**src/design/sdi_pkg.sv**
```systemverilog
// Purpose: Constants and types for the servo digital input function logic.
// Assumes: Signed 16-bit speed and torque words, parameters held by the register bank.
// Notes: Register offsets are byte addresses on a 32-bit APB bus.
// Functional notes
// Clamp speed to zero when all conditions hold
// Any condition false: normal speed command
// Zero input zeroes, reverse input negates command
// Two inputs pick one of four preset speeds
// Two inputs pick one of four preset torques
// Mode three: position off, speed on
// Mode four: position off, torque on
// Mode five: speed off, torque on
// Gear setting zero: inputs pick numerator
// Position mode: clear input clears deviation
// Position mode: inhibit input blocks pulses
// Jog source: ccw input jogs ccw
// Jog source: cw input jogs cw
// Both jog inputs on: no jogging
// Pause input stops move when mode three
// Select position then trigger starts move
// Accept trigger only while zero-speed indicator set
// Synchronise inputs, trigger on rising edge
package sdi_pkg;
  localparam int unsigned CMD_W = 16;
  localparam logic [11:0] REG_MODE = 12'h000;
  localparam logic [11:0] REG_SRC = 12'h004;
  localparam logic [11:0] REG_THRESH = 12'h008;
  localparam logic [11:0] REG_JOG = 12'h00C;
  localparam logic [11:0] REG_EXT_CMD = 12'h010;
  localparam logic [11:0] REG_SPEED0 = 12'h020;
  localparam logic [11:0] REG_TORQUE0 = 12'h030;
  localparam logic [11:0] REG_GEAR0 = 12'h040;
  localparam logic [11:0] REG_STATUS = 12'h050;
  localparam logic [11:0] REG_OUT_CMD = 12'h054;
  localparam logic [11:0] REG_GEAR_OUT = 12'h058;
  localparam logic [3:0] MODE_SPEED = 4'h1;
  localparam logic [3:0] MODE_TORQUE = 4'h2;
  localparam logic [3:0] MODE_POS_SPEED = 4'h3;
  localparam logic [3:0] MODE_POS_TORQUE = 4'h4;
  localparam logic [3:0] MODE_SPEED_TORQUE = 4'h5;
  localparam logic [3:0] SSRC_EXTERNAL = 4'h0;
  localparam logic [3:0] SSRC_INTERNAL = 4'h1;
  localparam logic [3:0] SSRC_JOG = 4'h5;
  localparam logic [3:0] TSRC_INTERNAL = 4'h1;
  localparam logic [3:0] IPOS_MODE_PAUSE = 4'h3;
  localparam logic [3:0] MODE_RESET = 4'h0;
  localparam int unsigned N_INPUTS = 20;
  localparam int unsigned SYNC_STAGES = 2;
  typedef enum logic [1:0] {SDI_POSITION, SDI_SPEED, SDI_TORQUE} sdi_ctrl_t;
  typedef enum {SDI_IDLE, SDI_MOVING} sdi_move_t;
endpackage

```
**src/design/sdi_sync_if.sv**
```systemverilog
`timescale 1ns/100ps
// Purpose: Carries raw and synchronised terminal levels between modules.
// Assumes: One clock domain after the synchroniser.
// Notes: Width follows the input count.
interface sdi_sync_if #(parameter int unsigned WIDTH = 19);
  logic [WIDTH-1:0] raw;
  logic [WIDTH-1:0] sync;
  modport src (output raw, input sync);
  modport syn (input raw, output sync);
endinterface

```
**src/design/sdi_func_logic.sv**
```systemverilog
// The APB slave port and the register addresses were chosen for this implementation.
`timescale 1ns/100ps
// Purpose: Decodes digital input terminal functions into servo control actions.
// Assumes: Parameters written over APB; terminal inputs are asynchronous levels.
// Notes: The command path is registered, so outputs follow inputs by three cycles.
module sdi_func_logic
  import sdi_pkg::*;
#(
  parameter int unsigned W = CMD_W
) (
  input wire logic pclk,
  input wire logic presetn,
  input wire logic psel,
  input wire logic penable,
  input wire logic pwrite,
  input wire logic [11:0] paddr,
  input wire logic [31:0] pwdata,
  output logic [31:0] prdata,
  output logic pready,
  output logic pslverr,
  input wire logic zero_speed_clamp_input,
  input wire logic command_zero_input,
  input wire logic command_reverse_input,
  input wire logic speed_select_low,
  input wire logic speed_select_high,
  input wire logic torque_select_low,
  input wire logic torque_select_high,
  input wire logic mode_switch_input,
  input wire logic gear_select_low,
  input wire logic gear_select_high,
  input wire logic deviation_clear_input,
  input wire logic pulse_inhibit_input,
  input wire logic ccw_jog_input,
  input wire logic cw_jog_input,
  input wire logic move_pause_input,
  input wire logic move_trigger_input,
  input wire logic [2:0] position_select_inputs,
  input wire logic zero_speed_indicator,
  output logic [1:0] active_ctrl_mode,
  output logic [W-1:0] speed_command,
  output logic [W-1:0] torque_command,
  output logic [W-1:0] gear_numerator,
  output logic deviation_clear,
  output logic pulse_accept,
  output logic move_hold,
  output logic move_start,
  output logic [2:0] move_register
);
  // Settings held for the decode, one field per drive parameter.
  logic [3:0] control_mode_setting;
  logic [3:0] speed_source_setting;
  logic [3:0] torque_source_setting;
  logic [3:0] internal_position_mode_setting;
  logic [3:0] gear_select_setting;
  logic [W-1:0] zero_speed_threshold;
  logic [W-1:0] jog_speed_setting;
  logic [W-1:0] ext_speed_q;
  logic [W-1:0] ext_torque_q;
  logic [W-1:0] preset_speed [4];
  logic [W-1:0] preset_torque [4];
  logic [W-1:0] gear_num [4];
  logic [N_INPUTS-1:0] pins;
  logic [N_INPUTS-1:0] s;
  logic trig_prev_q;
  sdi_move_t move_q;
  sdi_ctrl_t mode_d;
  logic [W-1:0] speed_d;
  logic [W-1:0] torque_d;
  logic [W-1:0] abs_speed;
  logic clamp_active;
  logic jog_ccw;
  logic jog_cw;
  logic trig_rise;
  logic wr_en;
  logic rd_en;
  logic addr_mapped;

  sdi_sync_if #(.WIDTH(N_INPUTS)) sif ();

  // Terminal packing; the decode below relies on these bit positions.
  assign pins = {zero_speed_indicator, position_select_inputs, move_trigger_input, move_pause_input,
                 cw_jog_input, ccw_jog_input, pulse_inhibit_input, deviation_clear_input,
                 gear_select_high, gear_select_low, mode_switch_input, torque_select_high,
                 torque_select_low, speed_select_high, speed_select_low, command_reverse_input,
                 command_zero_input, zero_speed_clamp_input};
  assign sif.raw = pins;
  assign s = sif.sync;

  // All terminal levels cross into the clock domain before any decoding.
  sdi_input_sync #(.WIDTH(N_INPUTS)) u_sync (
    .pclk(pclk),
    .presetn(presetn),
    .sif(sif)
  );

  // Zero wait states: every access completes in its first access cycle.
  assign pready = 1'b1;
  assign wr_en = psel && penable && pwrite;
  assign rd_en = psel && !penable && !pwrite;

  // Register writes; unmapped offsets are ignored and flagged through pslverr.
  always_ff @(posedge pclk or negedge presetn) begin
    if (!presetn) begin
      control_mode_setting <= MODE_RESET;
      speed_source_setting <= SSRC_EXTERNAL;
      torque_source_setting <= 4'h0;
      internal_position_mode_setting <= 4'h0;
      gear_select_setting <= 4'h0;
      zero_speed_threshold <= '0;
      jog_speed_setting <= '0;
      ext_speed_q <= '0;
      ext_torque_q <= '0;
      for (int k = 0; k < 4; k++) begin
        preset_speed[k] <= '0;
        preset_torque[k] <= '0;
        gear_num[k] <= '0;
      end
    end else if (wr_en) begin
      if (paddr == REG_MODE) begin
        control_mode_setting <= pwdata[3:0];
        internal_position_mode_setting <= pwdata[7:4];
        gear_select_setting <= pwdata[11:8];
      end else if (paddr == REG_SRC) begin
        speed_source_setting <= pwdata[3:0];
        torque_source_setting <= pwdata[7:4];
      end else if (paddr == REG_THRESH) begin
        zero_speed_threshold <= pwdata[W-1:0];
      end else if (paddr == REG_JOG) begin
        jog_speed_setting <= pwdata[W-1:0];
      end else if (paddr == REG_EXT_CMD) begin
        // Low half is the speed word, high half the torque word.
        ext_speed_q <= pwdata[W-1:0];
        ext_torque_q <= pwdata[31:16];
      end else begin
        // Four words per bank share one decode loop.
        for (int k = 0; k < 4; k++) begin
          if (paddr == REG_SPEED0 + 12'(4 * k)) begin
            preset_speed[k] <= pwdata[W-1:0];
          end else if (paddr == REG_TORQUE0 + 12'(4 * k)) begin
            preset_torque[k] <= pwdata[W-1:0];
          end else if (paddr == REG_GEAR0 + 12'(4 * k)) begin
            gear_num[k] <= pwdata[W-1:0];
          end
        end
      end
    end
  end

  // Read data is registered in the setup cycle so it is stable in the access phase.
  always_ff @(posedge pclk or negedge presetn) begin
    if (!presetn) begin
      prdata <= 32'h0000_0000;
    end else if (rd_en) begin
      // Unmapped offsets read back as zero.
      prdata <= 32'h0000_0000;
      if (paddr == REG_MODE) begin
        prdata <= {20'h00000, gear_select_setting, internal_position_mode_setting, control_mode_setting};
      end else if (paddr == REG_SRC) begin
        prdata <= {24'h000000, torque_source_setting, speed_source_setting};
      end else if (paddr == REG_THRESH) begin
        prdata <= {16'h0000, zero_speed_threshold};
      end else if (paddr == REG_JOG) begin
        prdata <= {16'h0000, jog_speed_setting};
      end else if (paddr == REG_EXT_CMD) begin
        prdata <= {ext_torque_q, ext_speed_q};
      end else if (paddr == REG_STATUS) begin
        prdata <= {22'h000000, move_register, move_start, move_hold, pulse_accept,
                   deviation_clear, (move_q == SDI_MOVING), active_ctrl_mode};
      end else if (paddr == REG_OUT_CMD) begin
        prdata <= {torque_command, speed_command};
      end else if (paddr == REG_GEAR_OUT) begin
        prdata <= {16'h0000, gear_numerator};
      end else begin
        for (int k = 0; k < 4; k++) begin
          if (paddr == REG_SPEED0 + 12'(4 * k)) begin
            prdata <= {16'h0000, preset_speed[k]};
          end else if (paddr == REG_TORQUE0 + 12'(4 * k)) begin
            prdata <= {16'h0000, preset_torque[k]};
          end else if (paddr == REG_GEAR0 + 12'(4 * k)) begin
            prdata <= {16'h0000, gear_num[k]};
          end
        end
      end
    end
  end

  // Aligned words up to the command word and from the first preset through the gear output word are mapped.
  assign addr_mapped = (paddr[1:0] == 2'b00)
                       && ((paddr <= REG_EXT_CMD) || (paddr >= REG_SPEED0 && paddr <= REG_GEAR_OUT));

  // Error response for offsets that hold no register.
  always_comb begin
    pslverr = 1'b0;
    if (psel && penable) begin
      pslverr = !addr_mapped;
    end
  end

  // Active control mode; unknown settings fall back to position control.
  always_comb begin
    mode_d = SDI_POSITION;
    case (control_mode_setting)
      MODE_SPEED: mode_d = SDI_SPEED;
      MODE_TORQUE: mode_d = SDI_TORQUE;
      MODE_POS_SPEED: mode_d = s[7] ? SDI_SPEED : SDI_POSITION;
      MODE_POS_TORQUE: mode_d = s[7] ? SDI_TORQUE : SDI_POSITION;
      MODE_SPEED_TORQUE: mode_d = s[7] ? SDI_TORQUE : SDI_SPEED;
      default: mode_d = SDI_POSITION;
    endcase
  end

  // Magnitude of the external command; the clamp compares without direction.
  assign abs_speed = ext_speed_q[W-1] ? W'(-ext_speed_q) : ext_speed_q;
  assign clamp_active = (control_mode_setting == MODE_SPEED) && (speed_source_setting == SSRC_EXTERNAL)
                        && s[0] && (abs_speed < zero_speed_threshold);
  assign jog_ccw = s[12] && !s[13];
  assign jog_cw = s[13] && !s[12];

  // Command selection, then zero and reverse modifiers on the chosen command.
  always_comb begin
    speed_d = ext_speed_q;
    torque_d = ext_torque_q;
    if (mode_d == SDI_SPEED) begin
      if (speed_source_setting == SSRC_INTERNAL) begin
        speed_d = preset_speed[{s[4], s[3]}];
      end else if (speed_source_setting == SSRC_JOG) begin
        speed_d = '0;
        if (jog_ccw) begin
          speed_d = jog_speed_setting;
        end else if (jog_cw) begin
          speed_d = W'(-jog_speed_setting);
        end
      end else if (clamp_active) begin
        speed_d = '0;
      end
    end
    if (mode_d == SDI_TORQUE && torque_source_setting == TSRC_INTERNAL) begin
      torque_d = preset_torque[{s[6], s[5]}];
    end
    // Zero wins over reverse since a reversed zero is still zero.
    if (mode_d != SDI_POSITION) begin
      if (s[1]) begin
        speed_d = '0;
        torque_d = '0;
      end else if (s[2]) begin
        speed_d = W'(-speed_d);
        torque_d = W'(-torque_d);
      end
    end
    // The torque command leaves only in torque mode; the speed command is zeroed only in position mode.
    if (mode_d != SDI_SPEED) begin
      speed_d = (mode_d == SDI_POSITION) ? '0 : speed_d;
    end
    if (mode_d != SDI_TORQUE) begin
      torque_d = '0;
    end
  end

  // Registered command outputs.
  always_ff @(posedge pclk or negedge presetn) begin
    if (!presetn) begin
      active_ctrl_mode <= 2'h0;
      speed_command <= '0;
      torque_command <= '0;
    end else begin
      active_ctrl_mode <= mode_d;
      speed_command <= speed_d;
      torque_command <= torque_d;
    end
  end

  // Gear numerator; with other selections the first numerator stays in use.
  always_ff @(posedge pclk or negedge presetn) begin
    if (!presetn) begin
      gear_numerator <= '0;
    end else if (gear_select_setting == 4'h0) begin
      gear_numerator <= gear_num[{s[9], s[8]}];
    end else begin
      gear_numerator <= gear_num[0];
    end
  end

  // Position mode pulse gating and deviation clear as levels.
  always_ff @(posedge pclk or negedge presetn) begin
    if (!presetn) begin
      deviation_clear <= 1'b0;
      pulse_accept <= 1'b0;
    end else begin
      deviation_clear <= (mode_d == SDI_POSITION) && s[10];
      pulse_accept <= (mode_d == SDI_POSITION) && !s[11];
    end
  end

  // Pause only acts when the internal position mode allows it.
  always_ff @(posedge pclk or negedge presetn) begin
    if (!presetn) begin
      move_hold <= 1'b0;
    end else begin
      move_hold <= (internal_position_mode_setting == IPOS_MODE_PAUSE) && s[14];
    end
  end

  // Rising edge of the synchronised trigger; a held trigger starts one move only.
  // The previous level resets low like the idle pin, so reset gives no false edge.
  assign trig_rise = s[15] && !trig_prev_q;

  always_ff @(posedge pclk or negedge presetn) begin
    if (!presetn) begin
      trig_prev_q <= 1'b0;
    end else begin
      trig_prev_q <= s[15];
    end
  end

  // Move start latches the selected register; busy until the motor reports zero speed.
  always_ff @(posedge pclk or negedge presetn) begin
    if (!presetn) begin
      move_q <= SDI_IDLE;
      move_start <= 1'b0;
      move_register <= 3'h0;
    end else begin
      move_start <= 1'b0;
      case (move_q)
        SDI_IDLE: begin
          if (trig_rise && s[19]) begin
            move_start <= 1'b1;
            move_register <= s[18:16];
            move_q <= SDI_MOVING;
          end
        end
        SDI_MOVING: begin
          if (trig_rise && s[19]) begin
            move_start <= 1'b1;
            move_register <= s[18:16];
          end else if (s[19] && !move_start) begin
            move_q <= SDI_IDLE;
          end
        end
        default: move_q <= SDI_IDLE;
      endcase
    end
  end
endmodule

```
**src/design/sdi_input_sync.sv**
```systemverilog
`timescale 1ns/100ps
// Purpose: Two-flop synchroniser for every terminal input.
// Assumes: Inputs are slow levels from pins.
// Notes: The first stage feeds only the second stage.
module sdi_input_sync
  import sdi_pkg::*;
#(
  parameter int unsigned WIDTH = 19
) (
  input wire logic pclk,
  input wire logic presetn,
  sdi_sync_if.syn sif
);
  logic [WIDTH-1:0] meta_q;
  logic [WIDTH-1:0] sync_q;

  // Each bit passes two flops before any logic reads it.
  genvar i;
  generate
    for (i = 0; i < WIDTH; i++) begin : g_bit
      always_ff @(posedge pclk or negedge presetn) begin
        if (!presetn) begin
          meta_q[i] <= 1'b0;
          sync_q[i] <= 1'b0;
        end else begin
          meta_q[i] <= sif.raw[i];
          sync_q[i] <= meta_q[i];
        end
      end
    end
  endgenerate

  assign sif.sync = sync_q;
endmodule

```
**config.mk**
```make
export PLATFORM = sky130hd
export DESIGN_NAME = sdi_func_logic
export DESIGN_NICKNAME = d
export VERILOG_FILES = /design/src/design/sdi_pkg.sv /design/src/design/sdi_sync_if.sv /design/src/design/sdi_func_logic.sv /design/src/design/sdi_input_sync.sv
export SDC_FILE = /design/constraint.sdc
export NUM_CORES = 1
export LEC_CHECK = 0
export ABC_AREA = 1
export BUFFER_PORTS_ARGS = -buffer_cell sky130_fd_sc_hd__buf_2
export CELL_PAD_IN_SITES_DETAIL_PLACEMENT = 1
export CELL_PAD_IN_SITES_GLOBAL_PLACEMENT = 2
export CORE_ASPECT_RATIO = 1.1
export CORE_UTILIZATION = 39
export CTS_BUF_LIST = sky130_fd_sc_hd__clkbuf_8
export DETAILED_ROUTE_END_ITERATION = 10
export GPL_TIMING_DRIVEN = 0
export PLACE_DENSITY = 0.84
export SYNTH_ARGS = -nofsm -noshare
export SYNTH_HDL_FRONTEND = slang
export SYNTH_SLANG_ARGS = --single-unit
```
**constraint.sdc**
```tcl
create_clock -name pclk -period 9.21 [get_ports pclk]
set_input_delay 1.842 -clock pclk [delete_from_list [all_inputs] [get_ports pclk]]
set_output_delay 1.842 -clock pclk [all_outputs]
set_load 0.01 [all_outputs]
```
==> run metrics, run 1 <==
boundary pin count=160; CTS H-tree depth=3; initial antenna violation count=3; Routability Congestion=0.959; GR Util All Layers=36.5%; drt drc=0; R2R depth=23; Chip Width=226 um; Reg2Reg Capture Point=speed_command[14]; final worst path period share=70.3%; CTS tree=yes; P per Cell Area=156 nW/um^2; vias in the first global route=21970; # rows=90; CTS Hold Bufs=0; Mapped Area=21600 sq um; Final Core Density=45.6%; Worst Hold Class=flop to flop; final setup vio count=0; WL per Instance=26.0 um; routed wire length=102 mm; Area after DPL=23400 sq um; WP data required=7.37 ns; average size of a mapped cell=7.47 sq um; RSZ-0062 raised after global routing=false; FMAX=0.155 GHz; hpwl dp=81.4 mm; Async S/R FF share, synth=100%; CP Cell Sequence=buf_2, nor2_1, nand2_1, nor2_1, nand2_1, nand3_1, a21oi_1, buf_2; core area=54700 sq um; Largest stage delay, worst path=0.55 ns; crit path time final=6.47 ns; Post-CTS Setup Bufs=0; worst hold start=u_sync.meta_q[10]; Worst IR Drop VDD=0.110 mV; port bufs=158; Mapped Cells=2887; commonest cells after routing, fill and taps aside=688 x nand2_1, 407 x dfrtp_1, 404 x o21ai_0, 400 x inv_1, 265 x nor2_1; Chip Height=249 um; DR pass1 iterations=5; clk_lat worst skew=0.67 ns; Max-Cap Viols=0; Slew Viols, Final=0; placed instance count=3786; worst setup path startpoint=paddr[0]; critical path class=input pin to primary output; Power, Total=3.88 mW; Finished Layout Cells=3917; global-route wire length before repair=148 mm; Final ANT Viol Nets=0; CP endpoint=pslverr; #FFs+latches synth=407; synthesis-to-layout area growth=15.7%; LEAKAGE=12.2 nW; Bufs on Longest Clock Path=3; via density per instance=5.47; Num CTS Buffers=76; Fin. Hold Viols=0; internal reg-to-reg setup slack=4.32 ns; Root Driver=clkbuf_8; largest net degree at the start of global routing=119; status=complete, no violations; Initial DRC Count=1563; GR Overflow Total=0; Initial Utilization=39.4%; final cell area excluding filler cells=24900 sq um; Critical Path Sink Type=primary output; Rel. slew slack=10.8%; Tightest Pin Transition=1.33 ns; reg2reg start=ext_speed_q[0]; commonest non-fill, non-tap cell in the layout=nand2_1; dominant synthesized flop cell=dfrtp_1; Resized Gates After CTS=0; routed vias=21425; slowest CP cell=nor2_1; Clock Pin Slew Worst Setup and Hold Paths=0.06 ns; Fin Hold WS=0.344 ns; crit start category=input pin; share of cells above drive strength 1=12.1%; clk_skew=0.0195 ns; Synth cell types=55; EDFF count, synth=0; YS warnings=0; syn nets=2975; CP arrival=4.63 ns; die area=56200 sq um; critical path peak fanout=9; clk sinks=407; # nets final=3216; register area share after synthesis=47.2%
final cells by class:
cell class,instances,area (sq um)
Timing Repair Buffer,163,918
Buffer,139,623
Antenna cell,1,2.50
Sequential cell,407,10200
Fill cell,7032,29800
Multi-Input combinational cell,1940,9250
Tap cell,736,921
Inverter,401,1510
Clock inverter,34,205
Clock buffer,96,1320
synthesized netlist by cell type, types with 5 or more instances:
library cell / number / area, sq um
buf_4: 10 / 75.1
o21ai_1: 9 / 45.0
nor2_1: 265 / 995
nand2_1: 688 / 2580
mux2_2: 8 / 90.1
nand3_1: 101 / 505
buf_1: 5 / 18.8
nor2_2: 9 / 56.3
o211ai_1: 7 / 52.6
clkbuf_1: 93 / 349
o221ai_1: 6 / 52.6
inv_2: 18 / 67.6
clkinv_1: 5 / 18.8
a22o_1: 5 / 43.8
o22ai_1: 20 / 125
o21ai_0: 404 / 2020
nand4_1: 26 / 163
nor3_1: 33 / 165
nor4_1: 10 / 62.6
mux2i_1: 9 / 90.1
buf_2: 27 / 135
inv_1: 377 / 1420
o31ai_1: 10 / 75.1
or2_2: 13 / 81.3
dfrtp_1: 407 / 10200
a21oi_1: 219 / 1100
xor2_1: 15 / 131
a221oi_1: 13 / 114
ha_1: 19 / 238
state kept, by name, summed over array words and instances (netlist names), 20 cells and up:
register	flops
preset_speed	64
u_sync.sif.sync	20
prdata	32
u_sync.meta_q	20
preset_torque	64
gear_num	64
worst max-delay path, delay by kind of cell:
family / cells / cell delay [ns]
compound gates: 1 / 0.11
simple gates: 5 / 2.37
buf+inv: 2 / 0.29
per-layer routing:
layer	track usage (%)	part of all wire, %	vias to the layer above
met1	46.5	42	10733
met2	60.8	48	688
met4	18.8	5.5	2
met3	4.21	4.8	196
li1	-	-	9806
met5	0	0.014	-
where the power goes:
group / switching [mW] / internal (mW) / total, mW / leakage, nW
logic: 0.179 / 0.0548 / 0.234 / 6.19
registers: 0.0225 / 1.81 / 1.84 / 5.19
clock network: 0.824 / 0.988 / 1.81 / 0.867
total: 1.03 / 2.86 / 3.88 / 12.2
logic make-up after synthesis:
kind of cell | synth area share (%)
AND/OR/NAND/NOR | 22.8
flip-flops | 47.2
buffers and inverters | 9.88
multiplexers | 0.836
XOR/XNOR | 0.609
adder cells (fa/ha/maj) | 1.10
other | 0.0174
AO/OA/AOI/OAI | 17.5
per-stage QoR:
stage          worst slack [ns]  TNS [ns]
4_1_cts                    2.70         0
6_report                   2.74         0
3_3_place_gp              -1.97   -764.28
3_5_place_dp               2.71         0
2_1_floorplan              4.48         0
5_1_grt                    2.66         0
worst min-delay path by stage:
| stage | slack [ns] | end | cells past startpoint |
|---|---|---|---|
| after floorplan | 0.33 | u_sync.sif.sync[0] | 0 |
| after global placement | 0.33 | u_sync.sif.sync[12] | 0 |
| after detailed placement | 0.34 | u_sync.sif.sync[16] | 0 |
| after CTS | 0.35 | u_sync.sif.sync[10] | 0 |
| after global routing | 0.34 | u_sync.sif.sync[10] | 0 |
| final | 0.34 | u_sync.sif.sync[10] | 0 |
Power figures use the tool's default switching activity.
==> run 2, diff against run 1 <==
Settings changed: CORE_UTILIZATION 39 to 33, PLACE_DENSITY 0.84 to 0.75.
Clock period 9.21 ns to 5.7 ns, I/O delays scaled along.
==> run metrics, run 2 (same netlist as run 1, synthesis figures left out) <==
R2R depth=24 (+4.3%); crit path time final=4.90 ns; share of cells above drive strength 1=12.3% (+0.19 points); Resized Gates After CTS=0 (unchanged); vias in the first global route=22046 (+0.35%); Initial DRC Count=1575 (+0.77%); CTS H-tree depth=3 (unchanged); commonest cells after routing, fill and taps aside=688 x nand2_1, 407 x dfrtp_1, 404 x o21ai_0, 400 x inv_1, 265 x nor2_1; Critical Path Sink Type=flop; biggest regs=gear_num: 64 flops, preset_speed: 64 flops, preset_torque: 64 flops; drt drc=0 (unchanged); Num CTS Buffers=79 (+3.9%); Slew Viols, Final=0 (unchanged); top routing layer used=met4; Met2 Wirelength=49.7 mm (+1.1%); final worst path period share=85.9%; FMAX=0.204 GHz; critical path peak fanout=7 (-2); die area=66400 sq um (+18%); Post-CTS Setup Bufs=0 (unchanged); Clock Pin Slew Worst Setup and Hold Paths=0.06 ns (about the same); via density per instance=5.31 (-2.9%); GR Util All Layers=31.5% (-5.0 points); CTS tree=yes; Initial Utilization=33.6% (-5.8 points); CP arrival=5.50 ns (+0.87 ns); P per Cell Area=257 nW/um^2 (+65%); worst hold start=u_sync.meta_q[16]; met1 WL=44.9 mm (+6.0%); CTS Hold Bufs=0 (unchanged); Multi-input gate area=9250 sq um (unchanged); boundary pin count=160 (unchanged); routed vias=21394 (-0.14%); Tightest Pin Transition=1.34 ns (+0.0125 ns); WL per Instance=26.0 um (-0.28%); storage element area=10200 sq um (unchanged); WP data required=6.30 ns (-1.07 ns); status=complete, no violations; Routability Congestion=0.974 (+1.6%); clk sinks=407 (unchanged); Fill cells=8079 (+15%); critical path class=flop to flop; core area=64200 sq um (+17%); Area after DPL=23500 sq um (+0.46%); clk_skew=0.0437 ns (+0.0242 ns); final cell area excluding filler cells=25200 sq um (+0.93%); reg2reg start=ext_speed_q[0]; met3 wire length=4.79 mm (-1.9%); Bufs on Longest Clock Path=3 (unchanged); largest net degree at the start of global routing=114 (-4.2%); Reg2Reg Capture Point=speed_command[14]; DP Worst Slack=0.886 ns (-1.83 ns); # nets final=3218 (+0.062%); GR Overflow Total=0 (unchanged); Chip Height=270 um (+8.6%); crit start category=flop; internal reg-to-reg setup slack=0.80 ns (-3.52 ns); Final ANT Viol Nets=0 (unchanged); setup TNS=0 ns (unchanged); initial antenna violation count=6 (+3); Fin. Hold Viols=0 (unchanged); final worst slack=0.803 ns (-1.93 ns); clk_lat worst skew=0.69 ns (+0.02 ns); commonest non-fill, non-tap cell in the layout=nand2_1; global-route wire length before repair=151 mm (+2.1%); port bufs=158 (unchanged); Hold EP=u_sync.sif.sync[16]; Chip Width=246 um (+8.6%); LEAKAGE=12.3 nW (+0.48%); Rel. slew slack=10.6% (-0.15 points); synthesis-to-layout area growth=16.7%; # rows=97 (+7.8%); Power, Total=6.48 mW (+67%); Worst IR Drop VDD=0.166 mV (+51%); Root Driver=clkbuf_8; Max-Cap Viols=0 (unchanged); WHS Path Cells=0 (unchanged); RSZ-0062 raised after global routing=false; DR pass1 iterations=5 (unchanged); routed wire length=105 mm (+2.6%); Worst Hold Class=flop to flop; hpwl dp=83.4 mm (+2.5%); final setup vio count=0 (unchanged)
-- run 2: critical path, cell delays in order (launching register included) --
cell	delay (ns)
dfrtp_1	0.47
nor3_1	0.35
nand4_1	0.18
nor3_1	0.49
nand3_1	0.20
nand2_1	0.16
o21ai_0	0.12
xor2_1	0.27
ha_1	0.30
a21oi_1	0.12
o21ai_0	0.10
a21oi_1	0.19
nand3_2	0.18
nand3_1	0.13
nand2_1	0.08
a21oi_2	0.30
ha_1	0.28
inv_1	0.09
nor2_1	0.11
nand2_1	0.06
nor2_1	0.18
nand3_1	0.13
nand3_1	0.09
nand2_1	0.07
nor2_1	0.13
-- run 2: layout make-up --
| class | count | area share, % |
|---|---|---|
| plain buffers | 139 | 2.48 |
| flip-flops and latches | 407 | 40.5 |
| clock inverters | 42 | 1.31 |
| diodes | 1 | 0.00994 |
| well taps | 841 | 4.18 |
| multi-input cells | 1940 | 36.8 |
| inverters | 401 | 5.99 |
| clock buffers | 96 | 5.25 |
| repair buffers | 162 | 3.55 |
-- run 2: worst max-delay path by stage --
stage / start / to / slack [ns] / depth (start not counted)
after floorplan: ext_speed_q[1] / speed_command[14] / 2.21 / 27
after global placement: presetn / gear_num[14] / -4.89 / 1
after detailed placement: ext_speed_q[0] / speed_command[14] / 0.89 / 24
after CTS: ext_speed_q[0] / speed_command[14] / 0.86 / 24
after global routing: ext_speed_q[0] / speed_command[14] / 0.41 / 24
final: ext_speed_q[0] / speed_command[14] / 0.80 / 24
-- run 2: layer usage --
metal	track usage, %	up-vias
met5	0	-
met4	15.3	0
met3	3.94	180
met2	52.1	662
met1	40.5	10739
li1	-	9813
-- run 2: where the power goes --
part | switching (mW) | internal (mW) | leakage [nW] | total (mW)
combinational | 0.289 | 0.0866 | 6.17 | 0.376
clock | 1.38 | 1.75 | 0.937 | 3.13
sequential | 0.0379 | 2.93 | 5.19 | 2.97
-- run 2: per-stage QoR --
step	util (%)	hold slack, ns	instances
global route	39.2	0.356	4029
floorplan	-	0.331	2887
detailed placement	36.6	0.336	3890
finish	39.2	0.346	4029
CTS	39.2	0.345	4028
global placement	36.5	0.333	3886
